--- config.mk ---
export PLATFORM = sky130hd
export DESIGN_NAME = csst_timing
export DESIGN_NICKNAME = d
export VERILOG_FILES = /design/src/csst_pkg.sv /design/src/csst_timing.sv
export VERILOG_INCLUDE_DIRS = /design/src
export SDC_FILE = /design/constraint.sdc
export NUM_CORES = 1
export LEC_CHECK = 0
export BUFFER_PORTS_ARGS = -buffer_cell sky130_fd_sc_hd__buf_4
export CORE_MARGIN = 5
export CORE_UTILIZATION = 40
export DETAILED_ROUTE_END_ITERATION = 8
export MAX_ROUTING_LAYER = met4
export PLACE_DENSITY_LB_ADDON = 0.12
export SYNTH_ARGS = -nofsm -noshare
export SYNTH_HDL_FRONTEND = slang
export SYNTH_SLANG_ARGS = --single-unit
--- constraint.sdc ---
create_clock -name pclk -period 9.1 [get_ports pclk]
set_input_delay 0 -clock pclk [delete_from_list [all_inputs] [get_ports pclk]]
set_output_delay 0 -clock pclk [all_outputs]
set_load 0.03 [all_outputs]
--- src/csst_cfg.svh ---
// Offsets, field positions, reset values and timing counts for the card slot strobe timing block
`ifndef CSST_CFG_SVH
`define CSST_CFG_SVH

// APB register byte addresses
`define CSST_OFS_CONFIG     12'h000
`define CSST_OFS_STATUS     12'h004

// Configuration field positions (low bit of each five-bit count, and the one-bit fast flag of each slot)
`define CSST_POS_S0_IO      0
`define CSST_POS_S0_ATTR    5
`define CSST_POS_S0_MEM     10
`define CSST_POS_S0_FAST    15
`define CSST_POS_S1_IO      16
`define CSST_POS_S1_ATTR    21
`define CSST_POS_S1_MEM     26
`define CSST_POS_S1_FAST    31

// Reset value of the configuration register
`define CSST_CONFIG_RESET   32'h0000_0000

// Bus-clock multipliers for set-up and strobe width
`define CSST_SETUP_NORMAL   3
`define CSST_SETUP_FAST     1
`define CSST_SETUP_SPLIT    2
`define CSST_STROBE_WIDTH   3

`endif

--- src/csst_pkg.sv ---
// Types shared by the card slot strobe timing block
package csst_pkg;

    typedef enum logic [1:0] {
        CSST_SPACE_IO   = 2'b00,
        CSST_SPACE_ATTR = 2'b01,
        CSST_SPACE_MEM  = 2'b10
    } csst_space_t;

    typedef enum logic [1:0] {
        CSST_ST_IDLE   = 2'b00,
        CSST_ST_SETUP  = 2'b01,
        CSST_ST_STROBE = 2'b10,
        CSST_ST_SETUP2 = 2'b11
    } csst_state_t;

endpackage

--- src/csst_timing.sv ---
// Card slot strobe timing: APB configuration, bus clock divider and access sequencer
`include "csst_cfg.svh"
`timescale 1ns/1ps
`default_nettype none

// Contract
// RQ1 - Fast slot 1: strobe starts 1*(count+1)+1 bus clocks after address outputs.
// RQ2 - Fast clear: strobe starts 3*(count+1)+1 bus clocks after address outputs.
// RQ3 - I/O accesses: card enable set-up shortened by the address-to-port-width delay.
// RQ4 - Split 16-bit access to 8-bit I/O: second half set-up 2*(count+1).
// RQ5 - Every strobe stays asserted 3*(count+1) bus clocks, fast bit or not.
// RQ6 - Bus clock period is 2*(count+1) processor clocks from a five-bit count.
// RQ7 - Bit 31 fast bit governs I/O, attribute and memory spaces of slot 1.
// RQ8 - Software picks count: width / cycle / 2 / 3, round up, minus one.
// RQ9 - Slot 1 counts: I/O bits 20:16, attribute 25:21, memory 30:26.
// RQ10 - Slot 0 counts: bits 4:0, 9:5, 14:10; fast bit 15.
// RQ11 - Count and fast bit follow target slot and space; address held through strobe.
module csst_timing (
    input  wire logic               pclk,
    input  wire logic               presetn,
    // APB slave
    input  wire logic               psel,
    input  wire logic               penable,
    input  wire logic               pwrite,
    input  wire logic [11:0]        paddr,
    input  wire logic [31:0]        pwdata,
    output logic [31:0]             prdata,
    output logic                    pready,
    output logic                    pslverr,
    // Access request from the processor side
    input  wire logic               req_valid,
    output logic                    req_ready,
    input  wire logic               req_slot,
    input  wire csst_pkg::csst_space_t req_space,
    input  wire logic               req_write,
    input  wire logic               req_wide,
    input  wire logic [25:0]        req_addr,
    output logic                    acc_done,
    // Card pins
    input  wire logic               card_wide_port_n,
    output logic [25:0]             card_addr,
    output logic                    register_space_select_n,
    output logic                    socket_select,
    output logic                    card_enable_n,
    output logic                    memory_write_strobe_n,
    output logic                    memory_read_strobe_n,
    output logic                    io_write_strobe_n,
    output logic                    io_read_strobe_n,
    output logic                    card_bus_clock
);
    import csst_pkg::*;

    // Set-up or width in bus clocks: mult*(count+1) plus an optional extra period
    function automatic logic [7:0] bus_periods(input logic [2:0] mult, input logic [4:0] cnt,
                                               input logic extra);
        bus_periods = 8'(mult) * (8'(cnt) + 8'h01) + 8'(extra);
    endfunction

    logic [31:0]  expansion_timing_config;
    csst_state_t  state;
    logic [5:0]   pre;
    logic [4:0]   cur_count;
    logic [7:0]   remain;
    logic         cur_io;
    logic         cur_split;
    logic         second_half;
    logic         cur_write;
    logic         wide_s1;
    logic         wide_s2;
    logic         wide_s3;
    logic         wide_filt_n;

    // APB decode; the slave always answers in the access phase
    wire        apb_acc   = psel && penable;
    wire        hit_cfg   = (paddr == `CSST_OFS_CONFIG);
    wire        hit_stat  = (paddr == `CSST_OFS_STATUS);
    wire        cfg_wr    = apb_acc && pwrite && hit_cfg;
    wire [31:0] status    = {27'h0000000, wide_filt_n, second_half, cur_split, state};
    assign pready  = 1'b1;
    assign pslverr = apb_acc && !(hit_cfg || hit_stat);
    assign prdata  = !apb_acc || pwrite ? 32'h0000_0000 :
                     hit_cfg  ? expansion_timing_config :
                     hit_stat ? status : 32'h0000_0000;

    // Count and fast bit selection by slot and space
    wire [4:0] s0_io   = expansion_timing_config[`CSST_POS_S0_IO   +: 5];  // [RQ10]
    wire [4:0] s0_attr = expansion_timing_config[`CSST_POS_S0_ATTR +: 5];  // [RQ10]
    wire [4:0] s0_mem  = expansion_timing_config[`CSST_POS_S0_MEM  +: 5];  // [RQ10]
    wire [4:0] s1_io   = expansion_timing_config[`CSST_POS_S1_IO   +: 5];  // [RQ9]
    wire [4:0] s1_attr = expansion_timing_config[`CSST_POS_S1_ATTR +: 5];  // [RQ9]
    wire [4:0] s1_mem  = expansion_timing_config[`CSST_POS_S1_MEM  +: 5];  // [RQ9]
    wire       fast_s0 = expansion_timing_config[`CSST_POS_S0_FAST];       // [RQ10]
    wire       fast_s1 = expansion_timing_config[`CSST_POS_S1_FAST];       // [RQ7]
    wire [4:0] sel_s0  = req_space == CSST_SPACE_IO ? s0_io :
                         req_space == CSST_SPACE_ATTR ? s0_attr : s0_mem;
    wire [4:0] sel_s1  = req_space == CSST_SPACE_IO ? s1_io :
                         req_space == CSST_SPACE_ATTR ? s1_attr : s1_mem;
    wire [4:0] sel_cnt  = req_slot ? sel_s1 : sel_s0;                      // [RQ11]
    wire       sel_fast = req_slot ? fast_s1 : fast_s0;                    // [RQ7] [RQ11]
    wire [2:0] setup_mult = sel_fast ? 3'(`CSST_SETUP_FAST) : 3'(`CSST_SETUP_NORMAL);
    wire [7:0] setup_len  = bus_periods(setup_mult, sel_cnt, 1'b1);        // [RQ1] [RQ2]
    wire [7:0] strobe_len = bus_periods(3'(`CSST_STROBE_WIDTH), cur_count, 1'b0); // [RQ5]
    wire [7:0] split_len  = bus_periods(3'(`CSST_SETUP_SPLIT), cur_count, 1'b0);  // [RQ4]

    // Bus clock: period 2*(count+1) pclk, restarted when an access is taken
    wire [5:0] half_per = 6'(cur_count) + 6'h01;
    wire       bus_tick = (pre == 6'((7'(half_per) << 1) - 7'h01));         // [RQ6]
    wire       accept   = req_valid && (state == CSST_ST_IDLE);
    wire       last     = bus_tick && (remain == 8'h01);
    assign req_ready = (state == CSST_ST_IDLE);

    // Configuration register
    always_ff @(posedge pclk or negedge presetn) begin
        if (!presetn) begin
            expansion_timing_config <= `CSST_CONFIG_RESET;
        end else if (cfg_wr) begin
            expansion_timing_config <= pwdata;
        end
    end

    // Port-width pin: three flops, a change counts once the last two agree
    always_ff @(posedge pclk or negedge presetn) begin
        if (!presetn) begin
            wide_s1     <= 1'b1;
            wide_s2     <= 1'b1;
            wide_s3     <= 1'b1;
            wide_filt_n <= 1'b1;
        end else begin
            wide_s1 <= card_wide_port_n;
            wide_s2 <= wide_s1;
            wide_s3 <= wide_s2;
            if (wide_s2 == wide_s3) begin
                wide_filt_n <= wide_s3;
            end
        end
    end

    // Prescaler and bus clock pin; low for the first half of each period
    always_ff @(posedge pclk or negedge presetn) begin
        if (!presetn) begin
            pre            <= 6'h00;
            card_bus_clock <= 1'b0;
        end else begin
            pre            <= (accept || bus_tick) ? 6'h00 : pre + 6'h01;
            card_bus_clock <= !accept && !bus_tick && (pre + 6'h01 >= half_per);  // [RQ6]
        end
    end

    // Access sequencer; address pins 25:1 stay put from acceptance until the last strobe ends, bit 0 is set for the second half of a split
    always_ff @(posedge pclk or negedge presetn) begin
        if (!presetn) begin
            state                   <= CSST_ST_IDLE;
            cur_count               <= 5'h00;
            remain                  <= 8'h00;
            cur_io                  <= 1'b0;
            cur_split               <= 1'b0;
            second_half             <= 1'b0;
            cur_write               <= 1'b0;
            acc_done                <= 1'b0;
            card_addr               <= 26'h0000000;
            register_space_select_n <= 1'b1;
            socket_select           <= 1'b0;
            card_enable_n           <= 1'b1;
            memory_write_strobe_n   <= 1'b1;
            memory_read_strobe_n    <= 1'b1;
            io_write_strobe_n       <= 1'b1;
            io_read_strobe_n        <= 1'b1;
        end else begin
            acc_done <= 1'b0;
            case (state)
                CSST_ST_IDLE: begin
                    if (accept) begin
                        state                   <= CSST_ST_SETUP;
                        cur_count               <= sel_cnt;                   // [RQ11]
                        remain                  <= setup_len;                 // [RQ1] [RQ2]
                        cur_io                  <= (req_space == CSST_SPACE_IO);
                        cur_split               <= req_wide && (req_space == CSST_SPACE_IO);
                        second_half             <= 1'b0;
                        cur_write               <= req_write;
                        card_addr               <= req_addr;                  // [RQ11]
                        register_space_select_n <= (req_space == CSST_SPACE_MEM);
                        socket_select           <= req_slot;
                        // I/O waits one bus clock for the port-width answer first
                        card_enable_n           <= (req_space == CSST_SPACE_IO);  // [RQ3]
                    end
                end
                CSST_ST_SETUP, CSST_ST_SETUP2: begin
                    if (bus_tick) begin
                        remain <= remain - 8'h01;
                    end
                    // Card enable waits one bus clock for the port-width reply window
                    if (bus_tick && cur_io && card_enable_n) begin
                        card_enable_n <= 1'b0;                                // [RQ3]
                    end
                    if (last) begin
                        state                 <= CSST_ST_STROBE;
                        remain                <= strobe_len;                  // [RQ5]
                        memory_write_strobe_n <= !(!cur_io && cur_write);
                        memory_read_strobe_n  <= !(!cur_io && !cur_write);
                        io_write_strobe_n     <= !(cur_io && cur_write);
                        io_read_strobe_n      <= !(cur_io && !cur_write);
                    end
                end
                CSST_ST_STROBE: begin
                    if (bus_tick) begin
                        remain <= remain - 8'h01;
                    end
                    if (last) begin
                        memory_write_strobe_n <= 1'b1;
                        memory_read_strobe_n  <= 1'b1;
                        io_write_strobe_n     <= 1'b1;
                        io_read_strobe_n      <= 1'b1;
                        // Width pin judged here: the filter needs four pclk, more than
                        // one bus clock at the fastest counts
                        if (cur_split && wide_filt_n && !second_half) begin  // [RQ4]
                            // Upper byte of a split access to an 8-bit card
                            state        <= CSST_ST_SETUP2;
                            remain       <= split_len;                        // [RQ4]
                            second_half  <= 1'b1;
                            card_addr[0] <= 1'b1;
                        end else begin
                            state         <= CSST_ST_IDLE;
                            card_enable_n <= 1'b1;
                            acc_done      <= 1'b1;
                        end
                    end
                end
                default: begin
                    state <= CSST_ST_IDLE;
                end
            endcase
        end
    end

endmodule

`default_nettype wire

# == Yosys cells after proc, flatten, opt, wreduce, memory -nomap -nowiden ==
# Index checks and enable logic that the tools add are counted.
# totals
register_bits,96
mem_bits_ro,0
out_inout_bits,70
mem_bits_rw,0
latch_bits,0
word_cells,136
in_bits,82
mem_count,0
# op_classes
mul,2
div,0
mux,45
shift,0
n_reduce_logical,42
n_addsub,7
order_cmp,1
bitwise_logic,0
n_eq_ne,15
# ops
operator,n
32-bit 2-to-1 mux,2
8-bit 2-to-1 mux,5
5-bit 2-to-1 mux,6
8-bit case mux with 3 select lines,1
"5-bit by 1-bit adder with 6-bit output, second input constant",3
1-bit logical AND,17
1-bit 2-to-1 mux,17
"12-bit by 3-bit equality test with 1-bit output, second input constant",1
12-bit logical NOT,1
1-bit case mux with 2 select lines,6
1-bit logical NOT,11
2-bit 2-to-1 mux,5
"2-bit != test, second input constant",5
"8-bit by 1-bit adder with 8-bit output, second input constant",1
"8-bit by 1-bit equality test with 1-bit output, second input constant",1
2-bit by 6-bit multiplier with 8-bit output,1
"2-bit by 8-bit multiplier with 8-bit output, first input constant",1
4-bit AND reduction,2
"8-bit by 1-bit subtractor with 8-bit output, second input constant",1
"6-bit by 1-bit adder with 6-bit output, second input constant",1
"2-bit equality test, second input constant",3
6-bit equality test,1
6-bit greater-or-equal comparator,1
6-bit 2-to-1 mux,1
12 further kinds,18

# == Logic depth before layout (Yosys ltp) ==
# Gate-level depths: netlist (run 1).
# logic_depth
ltp_word,9
depth_mapped,14

# == Worst setup path before layout (run 1) ==
# Ideal clock, no wire load.
# synth_timing
kind,register to register
start,reg expansion_timing_config[0]
end,reg remain[6]
setup_time_ns,0.124
stages_incl_launch_ff,13
setup_slack_ns,6.071
arrival_time_ns,2.905
synth_period_minus_slack_ns,3.029
path_buffers,1
cell_sequence,dfrtp_1 -> mux2_4 -> mux4_2 -> buf_6 -> ha_1 -> xor2_1 -> and2_1 -> ha_1 -> a21oi_1 -> o31ai_4 -> a21boi_2 -> xnor2_1 -> a211o_1
# synth_via
elab_chain_len,7
# synth_lines
element,line,rtl
"start, declared",csst_timing.sv:59,logic [31:0] expansion_timing_config;
"start signal, assigned",csst_timing.sv:115,expansion_timing_config <= `CSST_CONFIG_RESET;
"start signal, assigned",csst_timing.sv:117,expansion_timing_config <= pwdata;
5-bit 2-to-1 mux,csst_timing.sv:94,wire [4:0] sel_s0 = req_space == CSST_SPACE_IO ? s0_io :
5-bit 2-to-1 mux,csst_timing.sv:98,wire [4:0] sel_cnt = req_slot ? sel_s1 : sel_s0;
net sel_cnt[0],csst_timing.sv:98,
5-bit by 1-bit adder with 6-bit output,csst_timing.sv:56,bus_periods = 8'(mult) * (8'(cnt) + 8'h01) + 8'(extra);
2-bit by 6-bit multiplier with 8-bit output,csst_timing.sv:56,
8-bit by 1-bit adder with 8-bit output,csst_timing.sv:56,
8-bit 2-to-1 mux,csst_timing.sv:172,if (accept) begin
8-bit case mux with 3 select lines,csst_timing.sv:170,case (state)
"end signal, assigned",csst_timing.sv:175,remain <= setup_len;
"end signal, assigned",csst_timing.sv:189,remain <= remain - 8'h01;
"end signal, assigned",csst_timing.sv:197,remain <= strobe_len;
"end, declared",csst_timing.sv:63,logic [7:0] remain;
# The timed path passes the listed nets, and every way through them passes these cells. The select of a mux whose other input is x is not followed.
# A chain may end at the register's enable or synchronous reset.

# == Final worst setup path (run 1) ==
# layout_timing
start,reg cur_count[0]
end,reg remain[6]
# layout_via
elab_chain_len,7
word_cells_on_any_way,11
classes_between,add/sub: 3; mul: 1; eq/ne: 1; mux: 5; reduce/logical: 1
# layout_lines
element,line,rtl
"start, declared",csst_timing.sv:62,logic [4:0] cur_count;
"start signal, assigned",csst_timing.sv:174,cur_count <= sel_cnt;
branches (longest 6 deep; another with 2-bit by 8-bit multiplier with 8-bit output),--,
8-bit case mux with 3 select lines *,csst_timing.sv:170,
"end signal, assigned",csst_timing.sv:175,
"end signal, assigned",csst_timing.sv:206,remain <= remain - 8'h01;
"end signal, assigned",csst_timing.sv:218,remain <= split_len;
# Mark *: on every way between the ends.

==> reports/metrics.csv, run 1 <==
metric;value;unit
finalCritPeriodShare;0.373;
layout_min_cycle_time;3.40;ns
synth_seq_cells;96;
drc;0;
slew_headroom;0.438;
cp_slowest_stage_delay;0.62;ns
status;completed;
cts_sinks;96;
crit_path_max_fanout;10;
maxCapViolCount;0;
cpMaxStageDelayCell;xnor2_1;
drive_gt1_frac;0.307;
drt_iter0_drc;273;
first_global_vias;5279;
final-setup-viol-count;0;
finalNonFillerCells;954;
num_antenna_cells;0;
grt_use_total;0.208;
core_area;0.0138;mm2
finalClockSkew;0.00507;ns
clockBufferDepth;2;
ys_async_sr_fraction;1.00;
slew_viol_final;0;
insertion_delay;0.35;ns
globalRouteOverflowTotal;0;
ys_warn_count;0;
max_freq;0.294;GHz
yosysTopAreaCellShare;0.385;
fp.dieArea;0.0165;mm2
placed_cell_area;0.00686;mm2
synth-main-ff-cell;dfrtp_1;
power;1.73;mW
design_area;0.00782;mm2
dr.pass1.iters;4;
cts_made_buffers;9;
io_buffers;150;
synth_cell_types;67;
worst_pin_slew;0.843;ns
start_kind;register;
crit_type;reg2reg;
antenna_found_initial;0;
ir_drop;0.000134;V
htreeDepth;3;
synth_cells;565;
power_density;221;mW/mm2
grt_pass1_wl;26.5;mm
synthTopCellsByArea;dfrtp_1 (38%), nand2_1 (7.8%), mux2_2 (7.0%);
hpwl;11.4;mm
die_h;128;um
syn2layout_area_growth;39.7;%
seq_area_frac_synth;0.432;
ant_nets;0;
ios;152;
cp-end-kind;register;
hold_viol;0;
fin_nets;878;
root_buffer;clkbuf_16;
gp_congestion;0.862;
wl;16.0;mm
row_count;43;
synth_top_area_cell;dfrtp_1;
crit_chain;ha_1 -> xnor2_1 -> ha_1 -> inv_1 -> o21ai_0 -> xnor3_1 -> and4_1 -> o21ai_0 -> a41o_1 -> a211o_1;
total_leakage_power;3.98;nW
synth.net_count;674;
grt_max_degree;66;
critPathBufInv;1;
via_count;4882;
cts_tree;done;
holdCritPathClass;in2reg;
die_x;128;um
post-cts-setup-buffer-count;0;
cp.arrival;3.64;ns
fin_setup_tns;0;ns
avgSynthCellArea;9.90;um2
crit_family;XOR/XNOR gates;
synth_edf_count;0;
rsz0062_at_grt;no;
initial_core_util;0.406;
wl_per_cell;16.8;um
syn-cell-area;0.00560;mm2
vias_per_cell;5.12;
critPathRequiredTime;9.34;ns
dp.cells;874;
final_util;0.568;
path_clk_slew;0.07;ns
-- state kept, by name (all words and copies together) (netlist names), 2 cells and up --
signal,cells
pre,6
remain,8
expansion_timing_config,32
state,2
card_addr,26
cur_count,5
-- placed cells by master, fill, tap and decap left out, types with 10 or more instances in the layout --
| cell | netlist | routed |
|---|---|---|
| xnor2_1 | 15 | 15 |
| dfstp_2 | 10 | 10 |
| o21ai_0 | 14 | 14 |
| buf_4 | 2 | 155 |
| nand2_1 | 116 | 116 |
| dfrtp_1 | 86 | 86 |
| and2_1 | 33 | 33 |
| nand3_1 | 16 | 16 |
| a21oi_1 | 15 | 15 |
| inv_1 | 16 | 16 |
| ha_1 | 27 | 27 |
| mux2_2 | 35 | 35 |
| nor2_1 | 28 | 27 |
| dlygate4sd3_1 | 0 | 64 |
-- per-layer routing --
metal | vias up | wire, um | global-route usage
met4 | 0 | 257 | 0.0649
met2 | 142 | 8100 | 0.341
met5 | - | 0 | -
li1 | 2360 | - | -
met1 | 2355 | 6930 | 0.261
met3 | 25 | 759 | 0.0383
-- cells in the mapped netlist (3+ instances only) --
library cell and instances:
nand2_1 116, dfrtp_1 86, mux2_2 35, and2_1 33
nor2_1 28, ha_1 27, inv_1 16, nand3_1 16
a21oi_1 15, clkbuf_1 15, xnor2_1 15, o21ai_0 14
dfstp_2 10, and3_1 9, mux2i_1 9, buf_2 7
mux2_1 6, nor3_1 6, xor2_1 6, a21o_1 5
mux4_2 5, nand2b_1 5, a31oi_1 4, o211ai_1 4
o221ai_1 4, or2_2 4, a211o_1 3, nor4_1 3
o21a_1 3, o32ai_1 3, or3_1 3
-- area by class of cell --
type	count	area (um2)
Timing Repair Buffer	219	1800
Clock buffer	10	239
Sequential cell	96	2410
Inverter	18	67.6
Fill cell	1219	5950
Tap cell	180	225
Multi-Input combinational cell	425	2990
Clock inverter	6	75.1
-- cells by family after synthesis --
logic type	count (synthesis)	share of synthesized area
buffers and inverters	44	0.0351
adder cells (fa/ha/maj)	28	0.0622
other	1	0.000670
AND/OR/NAND/NOR	232	0.193
flip-flops	96	0.432
multiplexers	57	0.124
AO/OA/AOI/OAI	82	0.106
XOR/XNOR	25	0.0467
-- report_power, final --
part	internal, mW	leakage (nW)	switching (mW)	total (mW)
registers	0.546	1.24	0.0904	0.636
clock network	0.226	0.157	0.176	0.401
logic	0.284	2.59	0.410	0.694
total	1.06	3.98	0.676	1.73
-- through the flow --
stage / hold WS, ns / setup WS, ns
6_report: 0.0517 / 5.70
2_1_floorplan: -0.296 / 6.07
5_1_grt: 0.0787 / 5.44
3_5_place_dp: -0.0248 / 5.73
3_3_place_gp: -0.0289 / 5.84
4_1_cts: 0.0414 / 5.72
-- final timing paths --
| kind | startpoint | to | slack (ns) | depth (start not counted) |
|---|---|---|---|---|
| max | cur_count[0]$_DFFE_PN0P_ | remain[6]$_DFFE_PN0N_ | 5.70 | 10 |
| min | req_valid | remain[7]$_DFFE_PN0N_ | 0.05 | 3 |
| max reg2reg | cur_count[0]$_DFFE_PN0P_ | remain[6]$_DFFE_PN0N_ | 5.70 | 10 |
| min reg2reg | wide_s1$_DFF_PN1_ | wide_s2$_DFF_PN1_ | 0.36 | 0 |
| max in group asynchronous | presetn | card_addr[25]$_DFFE_PN0P_ | 7.78 | 3 |
| min in group asynchronous | presetn | acc_done$_DFF_PN0_ | 0.14 | 2 |
-- worst reg2reg max path, stage by stage, from the launching register on --
cell	delay (ns)
dfrtp_1	0.51
ha_1	0.29
xnor2_1	0.62
ha_1	0.27
inv_1	0.04
o21ai_0	0.17
xnor3_1	0.25
and4_1	0.47
o21ai_0	0.16
a41o_1	0.25
a211o_1	0.26
-- repair_timing --
item / 4_1_cts / 5_1_grt
hold buffers: 64 / 0
resized for setup: 0 / 0
hold endpoints to repair: 94 / 0
(Power assumes the default switching activity.)
==> run 2, diff against run 1 <==
ABC_AREA = 1   (was unset)
clock period = 3 ns   (was 9.1 ns; I/O delays follow)
==> run 2 against run 1 <==
- die area grew 6.4%
- synthesized cell count grew 45%
- global-route usage is 0.42 points lower
- clock power grew to 3.1 times the previous value
- cell area up 6.8%
- critical path type is now in2reg
- critical endpoint unchanged
- largest power group is now sequential cells
==> reports/metrics.csv, run 2 <==
metric;value;unit
status;completed;
hold_start;req_slot;
ys_warn_count;0;
hold_end;cur_count[1]$_DFFE_PN0P_;
ios;152;
io_buffers;150;
synth_top_area_cell;dfrtp_1;
insertion_delay;0.35;ns
cp.arrival;2.93;ns
wl;17.2;mm
seq_area_frac_synth;0.404;
max_freq;0.374;GHz
largest_register;expansion_timing_config;
root_buffer;clkbuf_16;
power_density;493;mW/mm2
gp_congestion;0.880;
placed_cell_area;0.00731;mm2
globalRouteOverflowTotal;0;
cts_sinks;96;
synth_seq_cells;96;
worst_pin_slew;0.854;ns
drc;0;
hpwl;12.4;mm
regArea;0.00242;mm2
layout_min_cycle_time;2.68;ns
finalCritPeriodShare;0.892;
r2r_slack;0.33;ns
start_kind;input port;
ir_drop;0.000275;V
crit_type;in2reg;
drive_gt1_frac;0.244;
ff2ff_path_depth;20;
hold_viol;0;
via_count;5894;
synth-main-ff-cell;dfrtp_1;
multi_input_area;0.00310;mm2
nFillCells;1363;
ys_async_sr_fraction;1.00;
rsz0062_at_grt;no;
fp.dieArea;0.0175;mm2
ant_nets;0;
synth_edf_count;0;
largest_reg_flops;32;
vias_per_cell;4.82;
holdCritPathClass;in2reg;
num_antenna_cells;0;
fin_setup_tns;0;ns
antenna_found_initial;0;
final-setup-viol-count;0;
crit_path_max_fanout;6;
synth_cell_types;47;
synthTopCellsByArea;dfrtp_1 (36%), nand2_1 (15%), ha_1 (5.6%);
final_cell_mix;nand2_1 (244), buf_4 (166), inv_1 (87);
grt_use_total;0.204;
dr.pass1.iters;4;
finalClockSkew;0.00898;ns
syn-cell-area;0.00598;mm2
syn2layout_area_growth;39.5;%
slew_headroom;0.428;
clockBufferDepth;2;
cts_tree;done;
yosysTopAreaCellShare;0.360;
layout_commonest_cell;nand2_1;
drt_iter0_drc;429;
avgSynthCellArea;7.30;um2
design_area;0.00835;mm2
wl_per_cell;14.1;um
core_area;0.0146;mm2
fin_nets;1143;
yosys-top-cells-count;nand2_1 (245), inv_1 (87), dfrtp_1 (86);
worstReg2RegEnd;remain[4]$_DFFE_PN0N_;
total_leakage_power;4.31;nW
grt_max_degree;58;
die_h;132;um
synth_cells;820;
slew_viol_final;0;
grt_pass1_wl;28.9;mm
synth.most_common_cell;nand2_1;
critPathRequiredTime;3.25;ns
synth.net_count;929;
r2r_start;cur_count[1]$_DFFE_PN0P_;
cp-end-kind;register;
die_x;132;um
row_count;44;
htreeDepth;3;
path_clk_slew;0.08;ns
first_global_vias;5877;
cts_made_buffers;9;
hold_depth;4;
top_regs;expansion_timing_config: 32 flops, card_addr: 26 flops, remain: 8 flops;
initial_core_util;0.410;
maxCapViolCount;0;
## run 2: cell count changes in the layout (fill, tap and decap cells not counted), sizes merged, moves of 40 or more
cell and delta:
a21oi +42, inv +81, mux2 -42, nand2 +143, nand3 +40, nor2 +58
## run 2: layout make-up
| cell class | count | share of cell area |
|---|---|---|
| clock inverter | 7 | 0.0108 |
| inverter | 98 | 0.0450 |
| timing repair buffer | 231 | 0.228 |
| tap | 184 | 0.0276 |
| multi-input combinational | 598 | 0.372 |
| clock buffer | 9 | 0.0270 |
| sequential | 96 | 0.289 |
## run 2: critical path, cell delays in order
cell,delay (ns)
dlygate4sd3_1,0.53
buf_4,0.12
inv_1,0.09
nor2_4,0.17
nand2_1,0.08
nand3_1,0.12
nand2_1,0.10
ha_1,0.22
inv_1,0.07
xor2_1,0.18
nor2_1,0.07
ha_2,0.32
a21oi_2,0.18
nor3_1,0.08
a211oi_2,0.23
nand3_1,0.11
nand3_1,0.08
nand3_1,0.08
nand2_1,0.06
nand2_1,0.04
## run 2: power breakdown
| group | leakage [nW] | internal [mW] | switching [mW] | total, mW |
|---|---|---|---|---|
| sequential | 1.04 | 1.43 | 0.128 | 1.55 |
| clock | 0.153 | 0.669 | 0.582 | 1.25 |
| combinational | 3.12 | 0.561 | 0.749 | 1.31 |
## run 2: logic make-up (layout without fill, tap and decap cells)
logic type / after synthesis / count (layout) / share of synthesized area
AOI/OAI and AO/OA: 96 / 96 / 0.0855
xor gates and xnor gates: 18 / 18 / 0.0263
adders and majority gates: 28 / 28 / 0.0581
buffers and inverters: 127 / 345 / 0.0897
DFF: 96 / 96 / 0.404
muxes: 1 / 1 / 0.00188
other: 1 / 1 / 0.000627
and+or+nand+nor: 453 / 454 / 0.334
## run 2: timing repair
action	CTS	global route
setup endpoints to repair	0	8
endpoints found under the hold margin	109	0
gates resized for setup	0	11
hold buffers	64	0
setup buffers	0	2
## run 2: per-stage QoR
step | hold slack [ns] | utilization | power, mW | worst slack (ns) | instances
2_1_floorplan | -0.296 | - | 2.43 | 0.572 | 820
3_3_place_gp | 0.111 | 0.501 | 2.78 | 0.255 | 1140
3_5_place_dp | 0.110 | 0.501 | 2.79 | 0.221 | 1140
4_1_cts | 0.0210 | 0.567 | 4.11 | 0.111 | 1220
5_1_grt | 0.0687 | 0.572 | 4.38 | 0.0279 | 1223
6_report | 0.0354 | 0.572 | 4.11 | 0.323 | 1223
## run 2: worst max path at each step
stage	slack, ns	end	from	cells after the start
after global placement	0.26	remain[2]$_DFFE_PN0N_	cur_count[0]$_DFFE_PN0P_	19
after CTS	0.11	remain[7]$_DFFE_PN0N_	req_space[0]	19
after detailed placement	0.22	remain[6]$_DFFE_PN0N_	req_space[1]	19
after floorplan	0.57	remain[7]$_DFFE_PN0N_	expansion_timing_config[5]$_DFFE_PN0P_	17
after global routing	0.03	remain[7]$_DFFE_PN0N_	req_space[0]	20
final	0.32	remain[6]$_DFFE_PN0N_	req_space[0]	20
## run 2: metal layers
metal | routed length (um) | share of wire | up-vias | track usage
li1 | - | - | 3038 | -
met1 | 8000 | 0.46 | 2719 | 0.271
met2 | 8260 | 0.48 | 125 | 0.324
met3 | 701 | 0.041 | 12 | 0.0309
met4 | 235 | 0.014 | 0 | 0.0594
met5 | 0 | 0 | - | -
==> run 3, diff against run 2 <==
ABC_AREA = unset   (was 1)
==> run 3 against run 2 <==
- critical path depth is 9 lower
- sequential share of layout area up 0.67 points
- power grew 29%
- worst hold slack improved by 0.040 ns
- combinational power rose by 73%
- core utilization is 2.0 points higher
- count of clock-buffer cells in the layout up 1
- maximum frequency down 9.7%
- cell area decreased by 2.3%
- highest routed layer unchanged
- final cell count fell by 19%
==> reports/metrics.csv, run 3 (synthesis gave the netlist of run 1 again) <==
metric;value;unit
fin_nets;916;
dp.cells;907;
worst_pin_slew;0.822;ns
top_regs;expansion_timing_config: 32 flops, card_addr: 26 flops, remain: 8 flops;
die_h;128;um
grt_use_total;0.212;
start_kind;register;
internal_power;3.21;mW
hold_end;register_space_select_n$_DFFE_PN1P_;
layout_min_cycle_time;2.97;ns
slew_headroom;0.452;
p_seq_frac;0.360;
max_freq;0.337;GHz
path_clk_slew;0.07;ns
final_util;0.592;
maxCapViolCount;0;
power_density;650;mW/mm2
p_sw_frac;0.394;
cp_slowest_stage_delay;0.52;ns
layout_commonest_cell;buf_4;
placed_cell_area;0.00713;mm2
pre_cts_ws;-0.0423;ns
antenna_found_initial;0;
hold_viol;0;
dr.pass1.iters;4;
cts_made_buffers;9;
crit_chain;mux2_4 -> mux4_2 -> ha_4 -> xor2_2 -> and2_4 -> ha_4 -> nand2_1 -> o31ai_4 -> xnor2_1 -> o221ai_1 -> a22o_1;
crit_top_cell;ha_4;
htreeDepth;3;
first_global_vias;5362;
cts_tree;done;
ant_nets;0;
finalCritPeriodShare;0.989;
design_area;0.00815;mm2
row_count;43;
crit_type;reg2reg;
root_buffer;clkbuf_16;
core_area;0.0138;mm2
vias_per_cell;5.10;
via_count;5060;
nFillCells;1182;
drc;0;
grt_pass1_wl;27.2;mm
status;completed;
hold_start;req_space[0];
die_x;128;um
wl_per_cell;16.7;um
finalClockSkew;0.0107;ns
ff2ff_path_depth;11;
insertion_delay;0.35;ns
hold_depth;3;
gp_congestion;0.973;
ir_drop;0.000513;V
largest_register;expansion_timing_config;
globalRouteOverflowTotal;0;
multi_input_area;0.00306;mm2
holdCritPathClass;in2reg;
total_leakage_power;4.17;nW
crit_family;multiplexers;
p_comb_frac;0.426;
cts_sinks;96;
largest_reg_flops;32;
cp.arrival;3.19;ns
crit_path_max_fanout;3;
rsz0062_at_grt;yes;
power_frac_clock;0.214;
ios;152;
io_buffers;150;
wl;16.6;mm
cp-end-kind;register;
initial_core_util;0.406;
critPathBufInv;0;
finalNonFillerCells;992;
r2r_slack;0.03;ns
syn2layout_area_growth;45.7;%
num_antenna_cells;0;
grt_max_degree;60;
power;5.30;mW
slew_viol_final;0;
fin_ws;0.0342;ns
final_cell_mix;buf_4 (192), nand2_1 (116), dfrtp_1 (86);
drt_iter0_drc;238;
drive_gt1_frac;0.353;
r2r_start;expansion_timing_config[0]$_DFFE_PN0P_;
regArea;0.00241;mm2
final-setup-viol-count;0;
cpMaxStageDelayCell;mux4_2;
worstReg2RegEnd;remain[4]$_DFFE_PN0N_;
critPathRequiredTime;3.23;ns
hpwl;11.9;mm
p_switching;2.09;mW
clockBufferDepth;2;
fp.dieArea;0.0165;mm2
## run 3: cell types whose count changed in the layout (fill, tap and decap cells not counted), sizes merged, moves of 30 or more
cell and delta:
nand3 -40, mux2 +42, inv -80, nor2 -58, nand2 -143, and2 +33
nor3 -30, a21oi -42
## run 3: how the worst max path moves through the flow
stage	startpoint	endpoint	slack [ns]	cells after the start
floorplan	expansion_timing_config[0]$_DFFE_PN0P_	remain[4]$_DFFE_PN0N_	0.01	12
global placement	expansion_timing_config[21]$_DFFE_PN0P_	remain[4]$_DFFE_PN0N_	0.05	11
detailed placement	expansion_timing_config[22]$_DFFE_PN0P_	remain[4]$_DFFE_PN0N_	-0.04	11
CTS	expansion_timing_config[21]$_DFFE_PN0P_	remain[4]$_DFFE_PN0N_	0.0007	11
global route	expansion_timing_config[16]$_DFFE_PN0P_	remain[3]$_DFFE_PN0N_	-0.07	11
finish	expansion_timing_config[0]$_DFFE_PN0P_	remain[4]$_DFFE_PN0N_	0.03	11
## run 3: worst min-delay path, stage by stage
cell      delay (ns)
buf_4           0.20
nand2b_1        0.13
o21ai_0         0.08
## run 3: repair_timing
action	in CTS	in global routing
hold buffers	64	0
hold endpoints to repair	117	0
gates resized for setup	5	6
pin swaps	2	5
endpoints found under the setup margin	2	6
cloned	0	0
setup buffers	0	5
## run 3: cell type report
class                      count  share of cell area
clock buffer                  10              0.0293
clock inverter                 6             0.00583
inverter                      18             0.00829
multi-input combinational    425               0.375
sequential                    96               0.296
tap                          180              0.0276
timing repair buffer         257               0.258
## run 3: stage by stage
stage	hold WS [ns]	TNS, ns
2_1_floorplan	-0.296	0
3_3_place_gp	0.110	0
3_5_place_dp	0.109	-0.0423
4_1_cts	0.0542	0
5_1_grt	0.107	-0.212
6_report	0.0751	0
## run 3: layer usage
metal / wire, um / share of wire / track usage
met2: 8190 / 0.49 / 0.344
met5: 0 / 0 / -
met1: 7320 / 0.44 / 0.267
met3: 800 / 0.048 / 0.0383
met4: 286 / 0.017 / 0.0718
## run 3: power by group through the flow
stage	logic [mW]	clock network, mW	registers [mW]
3_3_place_gp	2.17	0	1.91
3_5_place_dp	2.20	0	1.92
2_1_floorplan	0.915	0	2.30
4_1_cts	2.28	1.16	1.91
5_1_grt	2.47	1.20	1.95
6_report	2.26	1.14	1.91
